### src/verilog/acc_pkg.sv
// ----------------------------------------------------------------
// shared constants and types of the comparator control block
// ----------------------------------------------------------------
package acc_pkg;

  // ----------------------------------------------------------------
  // sizes
  // ----------------------------------------------------------------
  localparam int ACC_NUM_CMP = 4;           // comparators in the group
  localparam int ACC_NUM_SRC = 4;           // selectable sources per comparator
  localparam int ACC_NUM_PIN = 16;          // source pins across the group
  localparam int ACC_DATA_W = 16;           // register width
  localparam int ACC_ADDR_W = 4;            // register address width
  localparam int ACC_CODE_W = 10;           // reference dac code width
  localparam int ACC_SEL_W = 2;             // source select width

  // ----------------------------------------------------------------
  // register map: control at 2*n, reference level at 2*n+1
  // ----------------------------------------------------------------
  localparam logic [ACC_ADDR_W-1:0] ACC_OFS_CTRL0 = 4'h0;
  localparam logic [ACC_ADDR_W-1:0] ACC_OFS_REF0 = 4'h1;
  localparam logic [ACC_ADDR_W-1:0] ACC_OFS_STRIDE = 4'h2;

  // ----------------------------------------------------------------
  // control register fields
  // ----------------------------------------------------------------
  localparam int ACC_B_MODULE_ON = 15;
  localparam int ACC_B_IDLE_STOP = 13;
  localparam int ACC_B_PIN_DRIVE = 8;
  localparam int ACC_B_SEL_HI = 7;
  localparam int ACC_B_SEL_LO = 6;
  localparam int ACC_B_EXT_REF = 5;
  localparam int ACC_B_STATE = 3;
  localparam int ACC_B_INVERT = 1;
  localparam int ACC_B_RANGE = 0;

  // ----------------------------------------------------------------
  // reset values and read masks
  // ----------------------------------------------------------------
  localparam logic [ACC_DATA_W-1:0] ACC_RST_CTRL = 16'h0000;
  localparam logic [ACC_CODE_W-1:0] ACC_RST_CODE = 10'h000;
  localparam logic [ACC_DATA_W-1:0] ACC_ZERO = 16'h0000;

  // ----------------------------------------------------------------
  // timing: glitch filter length in instruction cycles
  // ----------------------------------------------------------------
  localparam int ACC_FILT_CYC = 2;
  localparam logic [1:0] ACC_FILT_MAX = 2'(ACC_FILT_CYC - 1);

  // ----------------------------------------------------------------
  // reference full-scale source
  // ----------------------------------------------------------------
  typedef enum logic [1:0] {
    ACC_RNG_INTERNAL,
    ACC_RNG_HALF_SUPPLY,
    ACC_RNG_EXTERNAL
  } acc_range_t;

  // software view of one comparator's control register
  typedef struct packed {
    logic module_on;
    logic idle_stop_all;
    logic reference_pin_drive_enable;
    logic [ACC_SEL_W-1:0] input_source_select;
    logic external_reference_select;
    logic output_invert;
    logic range_high;
  } acc_cfg_t;

  // analog steering of one comparator
  typedef struct packed {
    logic cmp_power;
    logic dac_power;
    acc_range_t dac_range;
    logic [ACC_SEL_W-1:0] plus_select;
    logic [ACC_CODE_W-1:0] reference_code;
    logic pin_drive;
  } acc_ana_t;

  // register bus request
  typedef struct packed {
    logic wr;
    logic rd;
    logic [ACC_ADDR_W-1:0] addr;
    logic [ACC_DATA_W-1:0] wdata;
  } acc_bus_t;

endpackage

### src/verilog/acc_top.sv
`timescale 1ns/1ps
module acc_top
  import acc_pkg::*;
(
  // clock and reset
  input wire logic i_clk_sys,
  input wire logic i_rst_b,
  // register port
  input wire logic [ACC_ADDR_W-1:0] i_addr,
  input wire logic [ACC_DATA_W-1:0] i_wr_data,
  input wire logic i_wr,
  input wire logic i_rd,
  output logic [ACC_DATA_W-1:0] o_rd_data,
  // power state from the device clock control
  input wire logic i_sleep,
  input wire logic i_idle,
  // raw comparator results from the analog cores
  input wire logic [ACC_NUM_CMP-1:0] i_cmp_raw,
  // analog steering per comparator
  output acc_ana_t [ACC_NUM_CMP-1:0] o_analog,
  // pad control for the sixteen source pins
  output logic [ACC_NUM_PIN-1:0] o_pad_dig_in_off,
  // consumers of the comparator result
  output logic [ACC_NUM_CMP-1:0] o_pwm_cmp,
  output logic [ACC_NUM_CMP-1:0] o_adc_trig,
  output logic [ACC_NUM_CMP-1:0] o_irq_pulse,
  output logic [ACC_NUM_CMP-1:0] o_wake_req
);

  // ----------------------------------------------------------------
  // helpers
  // ----------------------------------------------------------------

  // which comparator an address names; the top address bit is not decoded,
  // so the upper eight addresses mirror the lower eight
  function automatic logic [1:0] cmp_index(input logic [ACC_ADDR_W-1:0] a);
    cmp_index = a[ACC_SEL_W:1];
  endfunction

  // true when the address selects the reference level register
  function automatic logic is_ref_reg(input logic [ACC_ADDR_W-1:0] a);
    is_ref_reg = a[0];
  endfunction

  // ----------------------------------------------------------------
  // declarations
  // ----------------------------------------------------------------
  acc_bus_t bus;                                // bundled request
  acc_cfg_t cfg [ACC_NUM_CMP];                  // control registers
  logic [ACC_CODE_W-1:0] ref_code [ACC_NUM_CMP];  // reference level registers
  logic [ACC_NUM_CMP-1:0] sync_a;               // first synchroniser stage
  logic [ACC_NUM_CMP-1:0] sync_b;               // second synchroniser stage
  logic [ACC_NUM_CMP-1:0] filt;                 // filtered, polarity applied
  logic [ACC_NUM_CMP-1:0] filt_d;               // filtered, one cycle later
  logic [1:0] filt_cnt [ACC_NUM_CMP];           // stability counters
  logic [ACC_NUM_CMP-1:0] active;               // comparator running
  logic [ACC_NUM_CMP-1:0] low_power;            // sleep/idle path in use
  logic [ACC_NUM_CMP-1:0] pulse;                // one-cycle event pulses
  logic [ACC_NUM_CMP-1:0] sidl_bits;            // idle stop bits gathered
  logic group_idle_stop;                        // whole group halted
  logic [ACC_DATA_W-1:0] next_rd_data;          // read mux result

  // ----------------------------------------------------------------
  // bus bundling
  // ----------------------------------------------------------------
  assign bus = '{wr: i_wr, rd: i_rd, addr: i_addr, wdata: i_wr_data};

  // ----------------------------------------------------------------
  // group idle stop
  // ----------------------------------------------------------------

  // gather idle stop bits of all comparators
  always_comb
  begin
    for (int k = 0; k < ACC_NUM_CMP; k++)
    begin
      sidl_bits[k] = cfg[k].idle_stop_all;
    end
  end

  // one shared stop keeps clock control simple: any set bit halts the group
  // any bit stops group
  assign group_idle_stop = i_idle && (|sidl_bits);

  // ----------------------------------------------------------------
  // per-comparator logic
  // ----------------------------------------------------------------
  genvar g;
  generate
    for (g = 0; g < ACC_NUM_CMP; g++)
    begin : gen_cmp
      logic pol_now;    // synchronised result after polarity
      logic pol_async;  // unsynchronised result after polarity

      // control register write
      // reset to zero
      always_ff @(posedge i_clk_sys or negedge i_rst_b)
      begin
        if (!i_rst_b)
        begin
          // every control field starts cleared, comparator off
          cfg[g] <= acc_cfg_t'(ACC_RST_CTRL[$bits(acc_cfg_t)-1:0]);
        end
        else if (bus.wr && !is_ref_reg(bus.addr) && cmp_index(bus.addr) == 2'(g))
        begin
          cfg[g].module_on <= bus.wdata[ACC_B_MODULE_ON];
          cfg[g].idle_stop_all <= bus.wdata[ACC_B_IDLE_STOP];
          cfg[g].reference_pin_drive_enable <= bus.wdata[ACC_B_PIN_DRIVE];
          cfg[g].input_source_select <= bus.wdata[ACC_B_SEL_HI:ACC_B_SEL_LO];
          cfg[g].external_reference_select <= bus.wdata[ACC_B_EXT_REF];
          cfg[g].output_invert <= bus.wdata[ACC_B_INVERT];
          cfg[g].range_high <= bus.wdata[ACC_B_RANGE];
        end
      end

      // reference level register write
      // ten-bit code per comparator
      always_ff @(posedge i_clk_sys or negedge i_rst_b)
      begin
        if (!i_rst_b)
        begin
          ref_code[g] <= ACC_RST_CODE;
        end
        else if (bus.wr && is_ref_reg(bus.addr) && cmp_index(bus.addr) == 2'(g))
        begin
          ref_code[g] <= bus.wdata[ACC_CODE_W-1:0];
        end
      end

      // running state and low-power path selection
      // off disables all
      assign active[g] = cfg[g].module_on && !group_idle_stop;
      assign low_power[g] = i_sleep || i_idle;

      // analog steering
      always_comb
      begin
        o_analog[g].cmp_power = active[g];
        o_analog[g].dac_power = active[g];
        if (cfg[g].external_reference_select)
        begin
          o_analog[g].dac_range = ACC_RNG_EXTERNAL;
        end
        else if (cfg[g].range_high)
        begin
          o_analog[g].dac_range = ACC_RNG_HALF_SUPPLY;
        end
        else
        begin
          o_analog[g].dac_range = ACC_RNG_INTERNAL;
        end
        o_analog[g].plus_select = cfg[g].input_source_select;
        o_analog[g].reference_code = ref_code[g];
        o_analog[g].pin_drive = cfg[g].reference_pin_drive_enable && active[g];
      end

      // pad digital buffer control, four pins per comparator
      // keeps analog levels out of the digital input stage; the adc still sees the pin
      // buffer off when selected
      for (genvar p = 0; p < ACC_NUM_SRC; p++)
      begin : gen_pad
        assign o_pad_dig_in_off[g*ACC_NUM_SRC+p] =
          cfg[g].module_on && (cfg[g].input_source_select == 2'(p));
      end

      // two-stage synchroniser of the raw result
      // the raw result is asynchronous to the clock; two stages keep
      // metastable values away from the filter and the pulse logic
      // synchronise before filter
      always_ff @(posedge i_clk_sys or negedge i_rst_b)
      begin
        if (!i_rst_b)
        begin
          sync_a[g] <= 1'b0;
          sync_b[g] <= 1'b0;
        end
        else
        begin
          sync_a[g] <= i_cmp_raw[g];
          sync_b[g] <= sync_a[g];
        end
      end

      // polarity selection
      // invert when set
      assign pol_now = (sync_b[g] ^ cfg[g].output_invert) && active[g];
      assign pol_async = (i_cmp_raw[g] ^ cfg[g].output_invert) && active[g];

      // glitch filter: output follows only after a stable two cycles
      // a change must be seen on two successive edges; a one-cycle spike
      // clears the count, so it never reaches the output
      // reject short transients
      always_ff @(posedge i_clk_sys or negedge i_rst_b)
      begin
        if (!i_rst_b)
        begin
          filt[g] <= 1'b0;
          filt_cnt[g] <= 2'h0;
        end
        else if (pol_now == filt[g])
        begin
          // no change pending
          filt_cnt[g] <= 2'h0;
        end
        else if (filt_cnt[g] == ACC_FILT_MAX)
        begin
          // change held long enough
          filt[g] <= pol_now;
          filt_cnt[g] <= 2'h0;
        end
        else
        begin
          // change seen, keep counting
          filt_cnt[g] <= filt_cnt[g] + 2'h1;
        end
      end

      // edge memory for the pulse generator
      always_ff @(posedge i_clk_sys or negedge i_rst_b)
      begin
        if (!i_rst_b)
        begin
          filt_d[g] <= 1'b0;
        end
        else
        begin
          filt_d[g] <= filt[g];
        end
      end

      // one-cycle pulse on each rising edge of the filtered result
      // one-cycle event pulse
      assign pulse[g] = filt[g] && !filt_d[g];

      // event outputs registered so they start clean from reset
      // one result, many users
      always_ff @(posedge i_clk_sys or negedge i_rst_b)
      begin
        if (!i_rst_b)
        begin
          o_adc_trig[g] <= 1'b0;
          o_irq_pulse[g] <= 1'b0;
        end
        else
        begin
          o_adc_trig[g] <= pulse[g];
          o_irq_pulse[g] <= pulse[g];
        end
      end

      // filtered level to the pwm current limit, period and fault logic
      assign o_pwm_cmp[g] = filt[g];

      // asynchronous wake path, filter bypassed in sleep or idle
      // reads the raw result on purpose: with the clock stopped in sleep
      // no flip-flop may stand in this path
      // bypass filter asynchronously
      assign o_wake_req[g] = low_power[g] && pol_async;
    end
  endgenerate

  // ----------------------------------------------------------------
  // register read
  // ----------------------------------------------------------------

  // read mux; the level register reads back code in the low bits
  // reserved and unused bits read zero
  always_comb
  begin
    next_rd_data = ACC_ZERO;
    if (is_ref_reg(bus.addr))
    begin
      next_rd_data[ACC_CODE_W-1:0] = ref_code[cmp_index(bus.addr)];
    end
    else
    begin
      next_rd_data[ACC_B_MODULE_ON] = cfg[cmp_index(bus.addr)].module_on;
      next_rd_data[ACC_B_IDLE_STOP] = cfg[cmp_index(bus.addr)].idle_stop_all;
      next_rd_data[ACC_B_PIN_DRIVE] =
        cfg[cmp_index(bus.addr)].reference_pin_drive_enable;
      next_rd_data[ACC_B_SEL_HI:ACC_B_SEL_LO] =
        cfg[cmp_index(bus.addr)].input_source_select;
      next_rd_data[ACC_B_EXT_REF] =
        cfg[cmp_index(bus.addr)].external_reference_select;
      next_rd_data[ACC_B_STATE] = filt[cmp_index(bus.addr)];
      next_rd_data[ACC_B_INVERT] = cfg[cmp_index(bus.addr)].output_invert;
      next_rd_data[ACC_B_RANGE] = cfg[cmp_index(bus.addr)].range_high;
    end
  end

  // read data stands only in the cycle after the strobe
  // returning to zero between reads keeps stale values off the bus
  always_ff @(posedge i_clk_sys or negedge i_rst_b)
  begin
    if (!i_rst_b)
    begin
      o_rd_data <= ACC_ZERO;
    end
    else if (bus.rd)
    begin
      o_rd_data <= next_rd_data;
    end
    else
    begin
      o_rd_data <= ACC_ZERO;
    end
  end

endmodule

### config.mk
export PLATFORM = sky130hd
export DESIGN_NAME = acc_top
export DESIGN_NICKNAME = d
export VERILOG_FILES = /design/src/verilog/acc_pkg.sv /design/src/verilog/acc_top.sv
export SDC_FILE = /design/constraint.sdc
export NUM_CORES = 1
export LEC_CHECK = 0
export ABC_AREA = 1
export BUFFER_PORTS_ARGS = -buffer_cell sky130_fd_sc_hd__buf_4
export CAP_MARGIN = 10
export CORE_ASPECT_RATIO = 1.5
export CORE_UTILIZATION = 50
export DETAILED_ROUTE_END_ITERATION = 8
export PLACE_DENSITY = 0.82
export SLEW_MARGIN = 25
export SYNTH_ARGS = -nofsm -noshare
export SYNTH_HDL_FRONTEND = slang
export SYNTH_SLANG_ARGS = --single-unit
### constraint.sdc
create_clock -name i_clk_sys -period 2.8 [get_ports i_clk_sys]
set_input_delay 0 -clock i_clk_sys [delete_from_list [all_inputs] [get_ports i_clk_sys]]
set_output_delay 0 -clock i_clk_sys [all_outputs]
set_load 0.01 [all_outputs]
==> flow_metrics.tcl, run 1 <==
set metrics [dict create \
    synthSimpleGateAreaFrac_pct 20.5 \
    dp_hpwl_um 9490 \
    syn_inst 591 \
    synth_top_family_by_area "simple AND/OR/NAND/NOR gates" \
    synth_top_area_share_pct 55.9 \
    dr.pass1.iters 5 \
    drt_iter0_drc 279 \
    required_ns 2.80 \
    grt_pass1_wl_um 21400 \
    rows 44 \
    grt_max_degree 62 \
    status "completed" \
    fin_nets 752 \
    rsz0062_at_grt "no" \
    setup-tns-final_ns 0 \
    yosysSeqAreaShare_pct 55.9 \
    dp.cells 807 \
    crit_path_end_kind "output port" \
    fmax_ghz 0.573 \
    vias_per_cell 5.23 \
    floorplan.initialDensity_pct 51.8 \
    fin_hold_ws_ns 0.183 \
    internal_power_w 0.00329 \
    clk_pin_slew_ns 0.07 \
    max_cap_viol_count 0 \
    power.switching_w 0.00162 \
    area_growth_pct 28.3 \
    wl_um 13400 \
    combPwrFrac_pct 28.5 \
    fill_cells 783 \
    cp-start-kind "flop" \
    cts_setup_buffers 0 \
    tightest_slew_ns 0.807 \
    critPathMaxFanout 12 \
    synth_area_per_cell_um2 8.49 \
    gr-total-overflow 0 \
    drive_gt1_share_pct 24.2 \
    synth_cell_types 22 \
    final_core_util_pct 66.4 \
    swShare_pct 33.0 \
    synthAdderAreaFrac_pct 0 \
    wl_per_cell_um 15.9 \
    p_seq_share_pct 45.5 \
    hold_path_class "in2reg" \
    p_clk_share_pct 26.1 \
    portBuffers 136 \
    die_area_mm2 0.0104 \
    clock-sinks 112 \
    synth_area_leaders "dfrtp_1, nand2_1, o21ai_1" \
    numCtsBuffers 9 \
    synth-compound-area-share_pct 12.1 \
    ant_nets 0 \
    clk_latency_ns 0.35 \
    cp.arrival_ns 1.75 \
    grt_pass1_vias 4283 \
    cts_buffer_depth 2 \
    pwr_density_cell_mw_per_mm2 763 \
    hold_violations 0 \
    critPathKind "reg2out" \
    max-slew-margin-rel_pct 46.0 \
    p_leak_nw 3.41 \
    setup_viol 0 \
    synth_xor_area_share_pct 0.699 \
    synth_top_area_cell "dfrtp_1" \
    cts_tree "built" \
    netlist_area_mm2 0.00501 \
    synth-seq-cells 112 \
    antenna_found_initial 0 \
    slew_violations 0 \
    cts-root-buf "clkbuf_16" \
    ctsResizeCount 0 \
    die_width_um 83.8 \
    grt_use_total_pct 26.5 \
    dr_total_vias 4403 \
    place.gp.congestion 0.837 \
    synthMuxAreaShare_pct 0 \
    post_layout_nonfiller_instances 842 \
    fin_crit_ns 1.75 \
    h-tree-depth 3 \
    skew_ns 0.00823 \
    min_period_over_period_pct 62.4 \
    diodes 0 \
    drc 0 \
    die_h_um 125 \
    yosys_warnings 0 \
    fp.coreArea_mm2 0.00969 \
    ir_drop_v 0.000488 \
    io_pins 146 \
]
[logic make-up after synthesis]
family	after synthesis
buf+inv	110
simple gates	257
other cells	1
flops	112
compound gates	107
xor+xnor	4
[power by group through the flow]
stage                     Combinational, W  Sequential [W]  Clock, W
after floorplan                   0.000698         0.00228         0
after global placement             0.00133         0.00224         0
after detailed placement           0.00137         0.00225         0
after CTS                          0.00140         0.00223   0.00129
after global routing               0.00154         0.00228   0.00136
final                              0.00140         0.00223   0.00128
[timing repair]
action / CTS / global route
hold buffers: 18 / 1
setup endpoints to repair: 0 / 0
hold endpoints to repair: 89 / 1
[Yosys cell counts (all sizes together)]
library cell  count
and2              1
inv              66
o21a              1
nor3             20
nand2           166
o21ai            78
a22oi            13
nor2             58
nand4             6
conb              1
a21oi            15
buf              44
dfrtp           112
or2               2
nand3             4
xnor2             4
[placed cells by master (no fill, tap or decap)]
master / instances
clkinv_4: 2
or2_2: 2
o21a_1: 1
bufinv_16: 1
dlygate4sd3_1: 19
a22oi_1: 13
nand4_1: 6
conb_1: 4
inv_2: 2
o21ai_1: 56
inv_1: 64
nand3_1: 4
clkbuf_1: 1
clkbuf_16: 9
and2_1: 1
nand2_2: 2
o21ai_0: 12
nor3_1: 20
xnor2_1: 4
inv_6: 1
buf_4: 142
nor2_2: 3
dfrtp_1: 112
nor2_1: 55
a21oi_1: 15
o21ai_2: 10
nand2_1: 164
clkinv_2: 1
clkinvlp_4: 1
[metal layers]
metal  part of all wire [%]  track usage, %  routed length [um]  up-vias
met5                      0               0                   0        -
met1                     37            30.9                4920     2089
met3                    6.8            6.69                 905       33
li1                       -               -                   -     2101
met4                    3.9            11.7                 525        0
met2                     52            45.9                7010      180
[through the flow]
stage | power [W] | area [um2] | setup slack [ns]
3_3_place_gp | 0.00357 | 5950 | 1.24
2_1_floorplan | 0.00298 | 5030 | 1.68
5_1_grt | 0.00518 | 6440 | 0.850
3_5_place_dp | 0.00363 | 5950 | 1.18
6_report | 0.00491 | 6440 | 1.05
4_1_cts | 0.00492 | 6430 | 1.04
[registers in the layout, indices dropped and copies added, names as in the netlist]
| register | count |
|---|---|
| o_rd_data | 12 |
| o_analog | 48 |
| o_pwm_cmp | 4 |
| filt_cnt | 8 |
| sync_a | 4 |
| o_irq_pulse | 4 |
| sync_b | 4 |
| filt_d | 4 |
| cfg | 24 |
[path summary, 6_finish.rpt]
path,cells past startpoint,endpoint,from,slack [ns]
min in group asynchronous,2,o_analog[20],i_rst_b,0.27
min reg2reg,0,sync_b[0],sync_a[0],0.36
max in group asynchronous,3,filt_d[3],i_rst_b,1.68
max reg2reg,7,filt_cnt[4],cfg[22],1.42
min,6,o_rd_data[4],i_addr[2],0.18
max,6,o_wake_req[2],cfg[22],1.05
[layout make-up]
| type | count | area [um2] | area share [%] |
|---|---|---|---|
| clock buffer | 10 | 229 | 3.56 |
| timing repair buffer | 161 | 1260 | 19.5 |
| multi-input combinational | 372 | 1690 | 26.2 |
| tap | 115 | 144 | 2.24 |
| sequential | 112 | 2800 | 43.5 |
| inverter | 66 | 248 | 3.85 |
| clock inverter | 6 | 68.8 | 1.07 |
[worst max-delay path, stage by stage, from the launching register on]
cell and delay, ns:
dfrtp_1 0.39, nor2_1 0.13, nand2_1 0.08, nand2_1 0.31
nand2_1 0.16, nor3_1 0.18, buf_4 0.16
Power figures use the tool's default switching activity.
==> run 2, diff against run 1 <==
--- a/config.mk
+++ b/config.mk
@@ -9,9 +9,9 @@
 export BUFFER_PORTS_ARGS = -buffer_cell sky130_fd_sc_hd__buf_4
 export CAP_MARGIN = 10
 export CORE_ASPECT_RATIO = 1.5
-export CORE_UTILIZATION = 50
+export CORE_UTILIZATION = 47
 export DETAILED_ROUTE_END_ITERATION = 8
-export PLACE_DENSITY = 0.82
+export PLACE_DENSITY = 0.81
 export SLEW_MARGIN = 25
 export SYNTH_ARGS = -nofsm -noshare
 export SYNTH_HDL_FRONTEND = slang
==> constraint.sdc (replaced) <==
create_clock -name i_clk_sys -period 1.6 [get_ports i_clk_sys]
set_input_delay 0 -clock i_clk_sys [delete_from_list [all_inputs] [get_ports i_clk_sys]]
set_output_delay 0 -clock i_clk_sys [all_outputs]
set_load 0.01 [all_outputs]
==> run 2 against run 1 <==
  * Critical path depth stayed put
  * Critical path type unchanged
  * Largest power group unchanged
  * Combinational power grew 79%
  * Hold slack got worse by 0.19 ns
  * Worst setup slack got worse by 0.96 ns
  * Clock-buffer cell count is 2 higher
  * Clock skew is 0.0027 ns lower
  * Die area grew 6.3%
  * First-iteration DRC count is 14% higher
  * Via count is 1.5% higher
  * The run now ends with negative hold slack left
  * Register-to-register slack worse by 1.1 ns
==> flow_metrics.tcl, run 2 (synthesis results as in run 1) <==
set metrics [dict create \
    cts_buffer_depth 2 \
    clk_latency_ns 0.35 \
    drc 0 \
    rr_worst_depth 8 \
    vias_per_cell 5.10 \
    hold_path_class "in2reg" \
    cts-root-buf "clkbuf_16" \
    cp.arrival_ns 1.51 \
    slew_violations 0 \
    whs_path_depth 3 \
    ant_nets 0 \
    grt_pass1_vias 4565 \
    setup_viol 0 \
    dp_hpwl_um 9820 \
    die_width_um 86.3 \
    rrSetupSlack_ns 0.30 \
    place.gp.congestion 0.852 \
    tightest_slew_ns 0.655 \
    fin_nets 761 \
    drt_iter0_drc 318 \
    wl_um 13700 \
    status "finished, violations left" \
    cts_tree "built" \
    r2r-end "filt_cnt[5]" \
    critPathMaxFanout 5 \
    floorplan.initialDensity_pct 48.9 \
    critPathKind "reg2out" \
    timing.rr.start "cfg[22]" \
    clk_pin_slew_ns 0.07 \
    max_cap_viol_count 0 \
    ir_drop_v 0.000797 \
    max-slew-margin-rel_pct 56.3 \
    fin_crit_ns 1.51 \
    p_leak_nw 3.48 \
    portBuffers 136 \
    rsz0062_at_grt "no" \
    diodes 0 \
    fp.coreArea_mm2 0.0102 \
    rows 45 \
    numCtsBuffers 9 \
    place_ws_ns 0.232 \
    die_area_mm2 0.0111 \
    dr.pass1.iters 5 \
    required_ns 1.60 \
    h-tree-depth 3 \
    die_h_um 129 \
    wl_per_cell_um 15.6 \
    violations "negative hold slack" \
    largest_reg_flops 48 \
    fmax_ghz 0.662 \
    crit_path_end_kind "output port" \
    drive_gt1_share_pct 25.9 \
    endpoint "o_wake_req[3]" \
    io_pins 146 \
    gr-total-overflow 0 \
    cp-start-kind "flop" \
    fin_ws_ns 0.0903 \
    pwr_density_cell_mw_per_mm2 1340 \
    clock-sinks 112 \
    dr_total_vias 4470 \
    min_period_over_period_pct 94.4 \
    fill_cells 854 \
    area_growth_pct 31.4 \
    hp-start "i_wr_data[15]" \
    final_cell_mix "nand2_1, buf_4, dfrtp_1, inv_1, o21ai_1" \
    skew_ns 0.00550 \
    hold_violations 3 \
    grt_max_degree 51 \
    layout_commonest_cell "nand2_1" \
    antenna_found_initial 0 \
    grt_use_total_pct 26.1 \
    worstSetupStartpoint "cfg[22]" \
    setup-tns-final_ns 0 \
    grt_pass1_wl_um 21800 \
    fin_hold_ws_ns -0.00595 \
]
run 2: changes by cell type in the layout (fill, tap and decap cells not counted), sizes merged:
cell	change
clkinvlp	-1
dlygate4sd3	-1
buf	+9
bufinv	+1
clkbuf	+2
clkinv	-2
nand2	+1
inv	-1
run 2: through the flow:
stage          util, %  area [um2]  hold slack (ns)  power [W]  instances
2_1_floorplan        -        5030           -0.296    0.00521        594
3_3_place_gp      58.9        6040          -0.0247    0.00626        839
3_5_place_dp      58.9        6040          -0.0236    0.00636        839
4_1_cts           63.8        6540          0.00253    0.00880        872
5_1_grt           64.3        6590           0.0237    0.00929        876
6_report          64.3        6590         -0.00595    0.00883        876
run 2: layer usage:
layer / global-route usage (%) / share of wire, %
met5: 0 / 0
met4: 14.2 / 4.2
met3: 5.26 / 5.9
met2: 47.1 / 52
met1: 28.3 / 37
run 2: worst min-delay path by stage:
| stage | end | slack [ns] |
|---|---|---|
| after floorplan | cfg[0] | -0.30 |
| after global placement | o_analog[23] | -0.02 |
| after detailed placement | o_analog[23] | -0.02 |
| after CTS | cfg[15] | 0.003 |
| after global routing | cfg[7] | 0.02 |
| final | cfg[23] | -0.006 |
run 2: what timing repair did:
action                     CTS  global route
resized for setup            1             5
buffers inserted             0             3
setup endpoints to repair   16            14
gates cloned                 0             1
hold buffers                18             0
pin swaps                    0             1
hold endpoints to repair    69             0
run 2: final cells by class:
| type | instances | area [um2] | area share [%] |
|---|---|---|---|
| timing repair buffer | 169 | 1330 | 20.1 |
| inverter | 66 | 248 | 3.76 |
| multi-input combinational | 373 | 1720 | 26.0 |
| clock buffer | 12 | 256 | 3.89 |
| sequential | 112 | 2800 | 42.5 |
| tap | 141 | 176 | 2.68 |
| clock inverter | 3 | 65.1 | 0.987 |
run 2: power by group:
part           leakage [nW]  total, W  switching (W)  internal (W)
Combinational          1.90   0.00251        0.00134       0.00117
Sequential             1.42   0.00391       0.000506       0.00340
Clock                 0.159   0.00240       0.000956       0.00145
Total                  3.48   0.00883        0.00281       0.00602
run 2: worst max-delay path: stages, from the launching register on:
cell     delay [ns]
dfrtp_1        0.40
nor2_1         0.14
nand2_2        0.11
nand2_4        0.12
nand2_1        0.09
nor3_1         0.15
buf_4          0.15
